--- config.mk ---
export PLATFORM = sky130hd
export DESIGN_NAME = card_mode_config_register
export DESIGN_NICKNAME = d
export VERILOG_FILES = /design/src/pkg/card_cfg_pkg.sv /design/src/pkg/irq_link_if.sv /design/src/logic/host_irq_signaller.sv /design/src/logic/card_mode_config_register.sv
export SDC_FILE = /design/constraint.sdc
export NUM_CORES = 1
export LEC_CHECK = 0
export BUFFER_PORTS_ARGS = -buffer_cell sky130_fd_sc_hd__buf_2
export CORE_UTILIZATION = 35
export CTS_BUF_LIST = sky130_fd_sc_hd__clkbuf_8
export CTS_CLUSTER_SIZE = 25
export DETAILED_ROUTE_END_ITERATION = 6
export GPL_ROUTABILITY_DRIVEN = 1
export PLACE_DENSITY_LB_ADDON = 0.3
export SETUP_SLACK_MARGIN = 0.15
export SLEW_MARGIN = 25
export SYNTH_ARGS = -nofsm -noshare
export SYNTH_HDL_FRONTEND = slang
export SYNTH_HIERARCHICAL = 1
export SYNTH_SLANG_ARGS = --single-unit
--- constraint.sdc ---
create_clock -name clk_i -period 2.3 [get_ports clk_i]
set_input_delay 0.23 -clock clk_i [delete_from_list [all_inputs] [get_ports clk_i]]
set_output_delay 0.23 -clock clk_i [all_outputs]
set_load 0.01 [all_outputs]
--- src/pkg/card_cfg_pkg.sv ---
// card_cfg_pkg: constants and types for the card mode and option register
// assumes one 10 MHz clock domain; host strobes arrive already on it
`default_nettype none
package card_cfg_pkg;

  localparam int unsigned ATTR_ADDR_W = 11;
  localparam logic [10:0] CFG_OPT_OFFSET = 11'h200;
  localparam logic [7:0] CFG_OPT_RESET = 8'h00;
  localparam logic [7:0] RDATA_IDLE = 8'h00;
  localparam int unsigned SRST_BIT = 7;
  localparam int unsigned LEVEL_BIT = 6;
  localparam int unsigned INDEX_LSB = 0;
  localparam int unsigned INDEX_W = 6;
  localparam int unsigned DECODE_LSB = 0;
  localparam int unsigned DECODE_W = 2;

  localparam int unsigned CLK_PERIOD_NS = 100;
  localparam int unsigned IRQ_PULSE_MIN_NS = 500;
  localparam int unsigned IRQ_PULSE_CYCLES =
    (IRQ_PULSE_MIN_NS + CLK_PERIOD_NS - 1) / CLK_PERIOD_NS;
  localparam int unsigned SYNC_STAGES = 2;
  localparam logic [1:0] SENSE_SETTLE_LAST = 2'h1;

  typedef enum logic [0:0] {
    MODE_PC_ATA = 1'h0,
    MODE_TRUE_IDE = 1'h1
  } host_mode_t;

  typedef enum logic [1:0] {
    DEC_COMMON_LINEAR = 2'h0,
    DEC_IO_INDEPENDENT = 2'h1,
    DEC_IO_PRIMARY = 2'h2,
    DEC_IO_SECONDARY = 2'h3
  } decode_t;

  typedef enum logic [2:0] {
    BOOT_SETTLE = 3'h1,
    BOOT_LATCH = 3'h2,
    BOOT_RUN = 3'h4
  } boot_t;

  typedef enum logic [1:0] {
    IRQ_IDLE = 2'h1,
    IRQ_PULSE = 2'h2
  } irq_state_t;

endpackage
`default_nettype wire

--- src/pkg/irq_link_if.sv ---
// irq_link_if: control from the option register to the interrupt signaller
// assumes both ends share one clock; no timing of its own
`timescale 1ns/1ps
`default_nettype none
interface irq_link_if;
  logic level_sel;
  logic quiet;
  logic raise;
  logic serviced;
  logic line_n;
  logic line_oe;

  modport ctrl (
    output level_sel,
    output quiet,
    output raise,
    output serviced,
    input line_n,
    input line_oe
  );

  modport sig (
    input level_sel,
    input quiet,
    input raise,
    input serviced,
    output line_n,
    output line_oe
  );
endinterface
`default_nettype wire

--- src/logic/host_irq_signaller.sv ---
// host_irq_signaller: drives the active-low host interrupt line
// assumes raise and serviced are one-cycle strobes on the same clock
`timescale 1ns/1ps
`default_nettype none
module host_irq_signaller
  import card_cfg_pkg::*;
#(
  parameter int unsigned PULSE_CYCLES = IRQ_PULSE_CYCLES
)
(
  input wire logic clk_i,
  input wire logic rst_i,
  input wire logic ce_i,
  irq_link_if.sig b
);

  localparam int unsigned CNT_W =
    (PULSE_CYCLES > 1) ? $clog2(PULSE_CYCLES) : 1;

  irq_state_t state_q;
  irq_state_t state_d;
  logic [CNT_W-1:0] cnt_q;
  logic [CNT_W-1:0] cnt_d;
  logic pending_q;
  logic pending_d;
  logic line_n_q;
  logic line_n_d;
  logic oe_q;
  logic start_pulse;

  // a new event beats a service strobe in the same cycle
  assign pending_d = ~b.quiet & (b.raise | (pending_q & ~b.serviced));
  assign start_pulse = ~b.quiet & ~b.level_sel & b.raise;

  always_comb
  begin
    state_d = state_q;
    cnt_d = cnt_q;
    case (state_q)
      IRQ_IDLE:
      begin
        if (start_pulse)
        begin
          state_d = IRQ_PULSE;
          cnt_d = CNT_W'(PULSE_CYCLES - 1);
        end
      end
      IRQ_PULSE:
      begin
        // events during a pulse merge into it
        if (b.quiet || b.level_sel || cnt_q == '0)
          state_d = IRQ_IDLE;
        else
          cnt_d = cnt_q - CNT_W'(1);
      end
      default:
        state_d = IRQ_IDLE;
    endcase
  end

  // level mode follows pending; pulse mode follows the pulse state
  assign line_n_d = b.level_sel ? ~pending_d : (state_d != IRQ_PULSE);

  always_ff @(posedge clk_i or posedge rst_i)
  begin
    if (rst_i)
    begin
      state_q <= IRQ_IDLE;
      cnt_q <= '0;
      pending_q <= 1'h0;
      line_n_q <= 1'h1;
      oe_q <= 1'h0;
    end
    else if (ce_i)
    begin
      state_q <= state_d;
      cnt_q <= cnt_d;
      pending_q <= pending_d;
      line_n_q <= line_n_d;
      oe_q <= ~b.quiet;
    end
  end

  assign b.line_n = line_n_q;
  assign b.line_oe = oe_q;

  property p_pulse_width;
    @(posedge clk_i) disable iff (rst_i)
    (ce_i && state_q == IRQ_IDLE && start_pulse) |=>
      (!b.line_n || b.quiet || b.level_sel) [*5];
  endproperty
  a_pulse_width: assert property (p_pulse_width)
    else $error("pulsed interrupt shorter than minimum width");

  property p_level_hold;
    @(posedge clk_i) disable iff (rst_i)
    (ce_i && b.level_sel && pending_q && !b.serviced && !b.quiet) |=>
      !b.line_n;
  endproperty
  a_level_hold: assert property (p_level_hold)
    else $error("level interrupt released before service");

endmodule
`default_nettype wire

--- src/logic/card_mode_config_register.sv ---
// card_mode_config_register: host mode selection and option register
// assumes attribute strobes come from a same-clock bus front end;
// host reset and mode sense are raw pins and are synchronised here
`timescale 1ns/1ps
`default_nettype none
module card_mode_config_register
  import card_cfg_pkg::*;
(
  input wire logic clk_i,
  input wire logic rst_i,
  input wire logic ce_i,
  input wire logic host_reset_line_i,
  input wire logic mode_sense_i,
  input wire logic cpu_mode_we_i,
  input wire logic cpu_mode_i,
  input wire logic attr_space_i,
  input wire logic [ATTR_ADDR_W-1:0] attr_addr_i,
  input wire logic attr_we_i,
  input wire logic attr_re_i,
  input wire logic [7:0] attr_wdata_i,
  input wire logic irq_event_i,
  input wire logic irq_serviced_i,
  output logic [7:0] attr_rdata_o,
  output logic attr_rvalid_o,
  output logic mode_valid_o,
  output host_mode_t host_mode_o,
  output logic host_if_reset_o,
  output logic level_irq_select_o,
  output logic [INDEX_W-1:0] config_index_o,
  output decode_t decode_sel_o,
  output logic irq_n_o,
  output logic irq_oe_o
);

  logic hrst_s1_q;
  logic hrst_s2_q;
  logic sense_s1_q;
  logic sense_s2_q;
  boot_t boot_q;
  boot_t boot_d;
  logic [1:0] settle_q;
  logic [1:0] settle_d;
  host_mode_t mode_q;
  host_mode_t mode_d;
  logic valid_q;
  logic valid_d;
  logic [7:0] cfg_q;
  logic [7:0] cfg_d;
  logic host_if_reset_q;
  logic host_if_reset_d;
  logic [7:0] rdata_q;
  logic [7:0] rdata_d;
  logic rvalid_q;
  logic cfg_hit;
  logic cfg_wr;
  logic cfg_rd;
  logic hrst_clear;

  irq_link_if irq_b ();

  // raw pins: only the second stage is read anywhere
  always_ff @(posedge clk_i or posedge rst_i)
  begin
    if (rst_i)
    begin
      hrst_s1_q <= 1'h0;
      hrst_s2_q <= 1'h0;
      sense_s1_q <= 1'h0;
      sense_s2_q <= 1'h0;
    end
    else if (ce_i)
    begin
      hrst_s1_q <= host_reset_line_i;
      hrst_s2_q <= hrst_s1_q;
      sense_s1_q <= mode_sense_i;
      sense_s2_q <= sense_s1_q;
    end
  end

  // wait for the sense synchroniser to fill before trusting it
  always_comb
  begin
    boot_d = boot_q;
    settle_d = settle_q;
    mode_d = mode_q;
    valid_d = valid_q;
    case (boot_q)
      BOOT_SETTLE:
      begin
        if (settle_q == SENSE_SETTLE_LAST)
          boot_d = BOOT_LATCH;
        else
          settle_d = settle_q + 2'h1;
      end
      BOOT_LATCH:
      begin
        mode_d = host_mode_t'(sense_s2_q);
        valid_d = 1'h1;
        boot_d = BOOT_RUN;
      end
      BOOT_RUN:
      begin
        // override only after the sensed mode is in, so it is not undone
        if (cpu_mode_we_i)
          mode_d = host_mode_t'(cpu_mode_i);
      end
      default:
        boot_d = BOOT_SETTLE;
    endcase
  end

  always_ff @(posedge clk_i or posedge rst_i)
  begin
    if (rst_i)
    begin
      boot_q <= BOOT_SETTLE;
      settle_q <= 2'h0;
      mode_q <= MODE_PC_ATA;
      valid_q <= 1'h0;
    end
    else if (ce_i)
    begin
      boot_q <= boot_d;
      settle_q <= settle_d;
      mode_q <= mode_d;
      valid_q <= valid_d;
    end
  end

  assign cfg_hit = attr_space_i && (attr_addr_i == CFG_OPT_OFFSET);
  assign cfg_wr = cfg_hit && attr_we_i;
  assign cfg_rd = cfg_hit && attr_re_i;
  // host reset line only clears the option register once a mode has been configured
  assign hrst_clear = valid_q && hrst_s2_q;
  assign cfg_d = hrst_clear ? CFG_OPT_RESET :
                 (cfg_wr ? attr_wdata_i : cfg_q);
  assign host_if_reset_d = cfg_d[SRST_BIT] | hrst_s2_q;
  // unmapped attribute reads answer zero rather than stale data
  assign rdata_d = cfg_rd ? cfg_q : RDATA_IDLE;

  always_ff @(posedge clk_i or posedge rst_i)
  begin
    if (rst_i)
    begin
      cfg_q <= CFG_OPT_RESET;
      host_if_reset_q <= 1'h0;
      rdata_q <= RDATA_IDLE;
      rvalid_q <= 1'h0;
    end
    else if (ce_i)
    begin
      cfg_q <= cfg_d;
      host_if_reset_q <= host_if_reset_d;
      rdata_q <= rdata_d;
      rvalid_q <= attr_re_i;
    end
  end

  assign irq_b.level_sel = cfg_q[LEVEL_BIT];
  assign irq_b.quiet = host_if_reset_q;
  assign irq_b.raise = irq_event_i;
  assign irq_b.serviced = irq_serviced_i;

  host_irq_signaller #(
    .PULSE_CYCLES(IRQ_PULSE_CYCLES)
  ) u_irq (
    .clk_i(clk_i),
    .rst_i(rst_i),
    .ce_i(ce_i),
    .b(irq_b.sig)
  );

  assign attr_rdata_o = rdata_q;
  assign attr_rvalid_o = rvalid_q;
  assign mode_valid_o = valid_q;
  assign host_mode_o = mode_q;
  assign host_if_reset_o = host_if_reset_q;
  assign level_irq_select_o = cfg_q[LEVEL_BIT];
  assign config_index_o = cfg_q[INDEX_LSB +: INDEX_W];
  assign decode_sel_o = decode_t'(cfg_q[DECODE_LSB +: DECODE_W]);
  assign irq_n_o = irq_b.line_n;
  assign irq_oe_o = irq_b.line_oe;

  property p_boot_latch;
    @(posedge clk_i) disable iff (rst_i)
    (ce_i && boot_q == BOOT_LATCH) |=>
      (mode_valid_o && host_mode_o == host_mode_t'($past(sense_s2_q)));
  endproperty
  a_boot_latch: assert property (p_boot_latch)
    else $error("sensed mode not taken at power-up");

  property p_boot_bound;
    @(posedge clk_i) disable iff (rst_i)
    (ce_i && boot_q == BOOT_SETTLE && settle_q == 2'h0) ##1 ce_i ##1 ce_i
      |=> mode_valid_o;
  endproperty
  a_boot_bound: assert property (p_boot_bound)
    else $error("mode not settled three enabled cycles after reset");

  property p_override;
    @(posedge clk_i) disable iff (rst_i)
    (ce_i && boot_q == BOOT_RUN && cpu_mode_we_i) |=>
      host_mode_o == host_mode_t'($past(cpu_mode_i));
  endproperty
  a_override: assert property (p_override)
    else $error("local mode override not applied");

  property p_reg_read;
    @(posedge clk_i) disable iff (rst_i)
    (ce_i && cfg_rd) |=> (attr_rvalid_o && attr_rdata_o == $past(cfg_q));
  endproperty
  a_reg_read: assert property (p_reg_read)
    else $error("option register read returned wrong value");

  property p_reg_write;
    @(posedge clk_i) disable iff (rst_i)
    (ce_i && cfg_wr && !hrst_clear) |=>
      (level_irq_select_o == $past(attr_wdata_i[LEVEL_BIT]) &&
       decode_sel_o == decode_t'($past(attr_wdata_i[1:0])) &&
       config_index_o == $past(attr_wdata_i[5:0]));
  endproperty
  a_reg_write: assert property (p_reg_write)
    else $error("option register write not applied");

  property p_no_stray_write;
    @(posedge clk_i) disable iff (rst_i)
    (ce_i && !cfg_wr && !hrst_clear) |=> $stable(cfg_q);
  endproperty
  a_no_stray_write: assert property (p_no_stray_write)
    else $error("option register changed without a write");

  property p_host_reset_clear;
    @(posedge clk_i) disable iff (rst_i)
    (ce_i && valid_q && hrst_s2_q) |=>
      (cfg_q == CFG_OPT_RESET && host_if_reset_o);
  endproperty
  a_host_reset_clear: assert property (p_host_reset_clear)
    else $error("host reset line did not clear option register");

  property p_soft_reset;
    @(posedge clk_i) disable iff (rst_i)
    (ce_i && cfg_wr && !hrst_clear) |=>
      (host_if_reset_o == ($past(attr_wdata_i[SRST_BIT]) ||
                           $past(hrst_s2_q)));
  endproperty
  a_soft_reset: assert property (p_soft_reset)
    else $error("soft reset bit not reflected on host interface reset");

endmodule
`default_nettype wire

# ---- Yosys cells after proc, flatten, opt, wreduce, memory -nomap -nowiden
# Index checks and enable logic that the tools add are counted.
dict set report word_totals {
  reg_bits 37
  latch_bits 0
  ram_bits 0
  rom_bits 0
  in_bits 31
  output_inout_bits 23
  elab_cells 74
  mem_count 0
}
dict set report op_classes {
  addsub 2
  multipliers 0
  div_mod_pow 0
  order_cmp 0
  eq_ne 12
  shifts 0
  muxes 14
  bitwise_logic 12
  n_reduce_logical 16
}
# op n
set op_table {}
lappend op_table {{$mux 8} 3}
lappend op_table {{$eq 11x10->1 const B} 1}
lappend op_table {{$mux 3} 3}
lappend op_table {{$pmux 3 s3} 1}
lappend op_table {{$reduce_and 3->1} 3}
lappend op_table {{$ne 2x2->1 const B} 4}
lappend op_table {{$not 1->1} 6}
lappend op_table {{$pmux 3 s2} 1}
lappend op_table {{$reduce_bool 2->1} 3}
lappend op_table {{$and 1x1->1} 4}
lappend op_table {{$eq 2x1->1 const B} 2}
lappend op_table {{$logic_and 1x1->1} 4}
lappend op_table {{$mux 2} 2}
lappend op_table {{$pmux 2 s2} 1}
lappend op_table {{$reduce_and 2->1} 2}
lappend op_table {{$reduce_and 4->1} 1}
lappend op_table {{$eq 3x1->1 const B} 1}
lappend op_table {{$eq 3x2->1 const B} 1}
lappend op_table {{$eq 3x3->1 const B} 1}
lappend op_table {{$logic_not 3->1} 1}
lappend op_table {{$sub 3x1->3 const B} 1}
lappend op_table {{$add 2x1->2 const B} 1}
lappend op_table {{$eq 2x2->1 const B} 1}
lappend op_table {{$logic_or 1x1->1} 2}
lappend op_table {{other kinds (4)} 6}

# ---- Depth between registers and ports, before layout
dict set report logic_depth {
  ltp_word 7
  mapped_depth 7
  mapped_depth_nobuf 7
}

# ---- Hierarchy
# Netlist, hierarchy kept.
# module instances cells_each area_per_inst_um2 seq_area_each_um2
set modules_own_cells {}
lappend modules_own_cells {card_mode_config_register 1 104 1287.5 726.9}
lappend modules_own_cells {host_irq_signaller 1 52 516.7 202.7}

# ---- Worst setup path after synthesis
# Ideal clock, no wire load.
dict set report synth_timing {
  kind {reg2reg}
  start {register u_irq.cnt_q[0]}
  end {register u_irq.cnt_q[1]}
  setup_ns 0.126
  arrival_ns 1.659
  path_slack_ns 0.515
  path_stages_with_launch 7
  n_path_buf 0
  synth_period_minus_slack_ns 1.785
  path_cell_list {dfrtp_1 > inv_1 > ha_1 > ha_1 > or3_2 > and3_1 > a221o_1}
}
dict set report synth_between {
  elab_chain_cells 4
  word_cells_on_any_way 7
}
# item line_no
set synth_lines {}
lappend synth_lines {{from (decl)} host_irq_signaller.sv:22} ;# logic [CNT_W-1:0] cnt_q;
lappend synth_lines {{from (signal assigned)} host_irq_signaller.sv:77} ;# cnt_q <= cnt_d;
lappend synth_lines {{branches (longest 4 deep; another with $sub 3x1->3)} --}
# Parallel ways; which one is timed is not known. The select of a mux whose other input is x is not followed.
# A chain may end at the register's enable or synchronous reset.

# ---- Worst setup path after layout
# Ends and elaborated chain as after synthesis.

==> run_results.csv <==
group,metric,value,unit
yosys,synth_top_area_share,47.2,%
min_path,holdPathStages,2,
clock_network,htree_num_levels,2,
global_route,grt_max_degree,30,
finish,drive_above_1_share,39.7,%
global_route,grt_pass1_vias,1263,
clock_network,cts-buffers-inserted,5,
critical_path,cp_max_fo,4,
clock_network,tritoncts_num_sinks,37,
clock_network,clockBufferDepth,2,
yosys,seq_area_frac_synth,51.5,%
min_path,worstHoldPathType,"input pin to flip-flop",
timing,finalClockSkew,0.00859,ns
timing,grt_setup_unrepaired,"false",
global_route,grt_pass1_wl,5820,um
yosys,synthesis.area,0.00180,mm2
timing,tightest_slew,0.587,ns
timing,hold_violations,0,
yosys,ys_async_sr_fraction,100,%
run_status,status,"complete, no violations",
floorplan,initial_core_util,37.2,%
critical_path,critPathRequiredTime,2.47,ns
finish,nNetsFinal,244,
timing,finalWorstSetupSlack,0.393,ns
place,place.gp.congestion,0.750,
clock_network,clkTransAtPathRegs,0.08,ns
yosys,synthCells,156,
critical_path,startpoint,"u_irq/cnt_q[0]",
timing,finalSetupTns,0,ns
timing,drv_slew,0,
critical_path,critPathCaptureType,"flip-flop",
critical_path,critPathArrivalTime,2.08,ns
place,post-dp-hpwl,2600,um
place,place_ws,0.400,ns
critical_path,cp_slowest_cell,"or3_2",
floorplan,design.die.area,0.00545,mm2
critical_path,worstPathCellList,"inv_1 -> ha_1 -> ha_1 -> or3_2 -> and3_1 -> a221o_1",
timing,post-route-period-util,82.9,%
timing,setup_viol,0,
power_and_ir_drop,p_per_area,884,mW/mm2
power_and_ir_drop,vdd_drop_max,0.399,mV
clock_network,cts_resized,0,
drt,viasPerCell,4.82,
timing,slew_headroom,60.7,%
critical_path,worstReg2RegStart,"u_irq/cnt_q[0]",
floorplan,rows,25,
drt,drt_wl_total,3590,um
global_route,grtUsageTotal,14.2,%
yosys,synth_cell_type_count,44,
yosys,synth_area_leaders,"dfrtp_1 47%, a22o_1 7.8%, dfstp_2 4.4%",
timing,max_freq,0.524,GHz
critical_path,crit_family,"simple AND/OR/NAND/NOR gates",
critical_path,slowest_delay,0.52,ns
yosys,post_synth.cell_area_avg,11.6,um2
drt,drt-initial-drc-count,45,
drt,drc,0,
critical_path,path_depth,6,
floorplan,ios,54,
yosys,synth_top_area_cell,"dfrtp_1",
clock_network,cts_tree,"yes",
clock_network,worst_skew_pair.late_latency,0.29,ns
finish,multi_input_area,751,um2
critical_path,critPathLaunchType,"flip-flop",
clock_network,cts-root-buf,"clkbuf_8",
min_path,min_from,"attr_wdata_i[4]",
drt,ant_nets,0,
floorplan,dieWidth,73.8,um
floorplan,core_area,0.00485,mm2
finish,seq_area,930,um2
job,maxCapViolations,0,
critical_path,r2r_cells,6,
timing,period_needed,1.91,ns
yosys,ys_ff_latch,37,
drt,vias,1330,
place,io_buffers,53,
finish,n_antenna_cell,0,
yosys,synth_edf_count,0,
yosys,synthFlopType,"dfrtp_1",
finish,synthToLayoutAreaGrowth,22.7,%
drt,wire_per_inst,13.0,um
power_and_ir_drop,p_leak,1.10,nW
global_route,grt.overflow.total,0,
critical_path,cp.buffers_inverters,1,
global_route,antenna_found_initial,0,
drt,firstDrtPassIters,4,
yosys,yosysWarnings,6,
critical_path,critPathKind,"flip-flop to flip-flop",
yosys,synth_nets,192,
finish,fillers,481,
critical_path,cpMostUsedCell,"ha_1",
floorplan,die_h,73.8,um
## worst register-to-register path: cells and delay by family (launching register included)
family          cells  cell delay (ns)
simple gates        2             0.72
compound gates      1             0.26
fa+ha+maj           2             0.39
buf+inv             1             0.06
flops               1             0.36
## layout make-up
cell class              instances  share of cell area, %
well taps                      67                   3.79
clock inverters                 3                   1.75
flip-flops and latches         37                   42.0
multi-input cells              94                   33.9
clock buffers                   5                   3.11
inverters                      14                   2.37
repair buffers                 56                   13.1
## synthesized netlist by cell type, drive strengths merged, types with 2 or more instances
library cell / instances
dfrtp: 34
a22o: 16
inv: 14
buf: 9
o21ai: 8
nor2: 7
a21oi: 6
ha: 5
nor2b: 5
mux2: 4
and3: 3
dfstp: 3
nand2: 3
nand2b: 3
nand3: 3
a21boi: 2
a221o: 2
a31o: 2
a31oi: 2
a32o: 2
clkbuf: 2
mux2i: 2
nor3b: 2
nor4b: 2
## path summary, 6_finish.rpt
kind | to | slack [ns]
min reg2reg | settle_q[0] | 0.48
max reg2reg | u_irq/cnt_q[1] | 0.39
max | u_irq/cnt_q[1] | 0.39
min in group asynchronous | u_irq/cnt_q[2] | 0.44
max in group asynchronous | boot_q[0] | 1.43
min | cfg_q[4] | 0.15
## placed cells by master, fill, tap and decap left out, types with 4 or more instances in the layout
master and count:
a22o_1 16, clkbuf_8 5, mux2_2 4, inv_1 15, nor2b_1 5, o21ai_0 6
buf_2 53, nor2_1 7, dfrtp_1 34, ha_1 5, a21oi_1 6
## metal layers
layer | wire (um) | track usage, %
met1 | 1820 | 19.9
met2 | 1540 | 20.8
met3 | 197 | 5.08
met4 | 29 | 3.85
met5 | 0 | 0
## flip-flops by register name, summed over array words and instances, names as in the netlist
name and cells:
settle_q 2, host_if_reset_o 1, u_irq/pending_q 1, u_irq/b.line_n 1, boot_q 3, u_irq/b.line_oe 1, attr_rdata_o 8, hrst_s1_q 1
u_irq/state_q 2, mode_valid_o 1, host_mode_o 1, u_irq/cnt_q 3, attr_rvalid_o 1, sense_s2_q 1, hrst_s2_q 1, cfg_q 8
sense_s1_q 1
## what timing repair did
item / 4_1_cts / 5_1_grt
hold endpoints to repair: 6 / 0
hold buffers: 1 / 0
setup buffers: 0 / 0
## metrics by stage
stage / cells / cell area (um2) / hold slack (ns) / util [%] / total power [W]
detailed placement: 267 / 2100 / 0.220 / 43.3 / 0.00143
finish: 276 / 2210 / 0.151 / 45.7 / 0.00196
floorplan: 156 / 1800 / 0.0442 / - / 0.00126
global route: 276 / 2210 / 0.139 / 45.7 / 0.00209
CTS: 276 / 2210 / 0.143 / 45.7 / 0.00198
global placement: 267 / 2100 / 0.210 / 43.3 / 0.00141
## cell families (layout without fill, tap and decap cells)
family / Yosys count / in the layout / share of synthesized area (%)
buffers and inverters: 25 / 78 / 6.87
adder cells (fa/ha/maj): 5 / 5 / 3.47
AO/OA/AOI/OAI: 47 / 47 / 20.7
flip-flops: 37 / 37 / 51.5
multiplexers: 6 / 6 / 3.61
AND/OR/NAND/NOR: 35 / 35 / 13.4
XOR/XNOR: 1 / 1 / 0.486
## power by group
part           internal, W  switching, W  total [W]  leakage [nW]
registers         0.000778     0.0000970   0.000875         0.476
logic             0.000257      0.000279   0.000536         0.566
clock network     0.000317      0.000229   0.000546        0.0593
No activity file was read; power rests on OpenSTA's default activity.
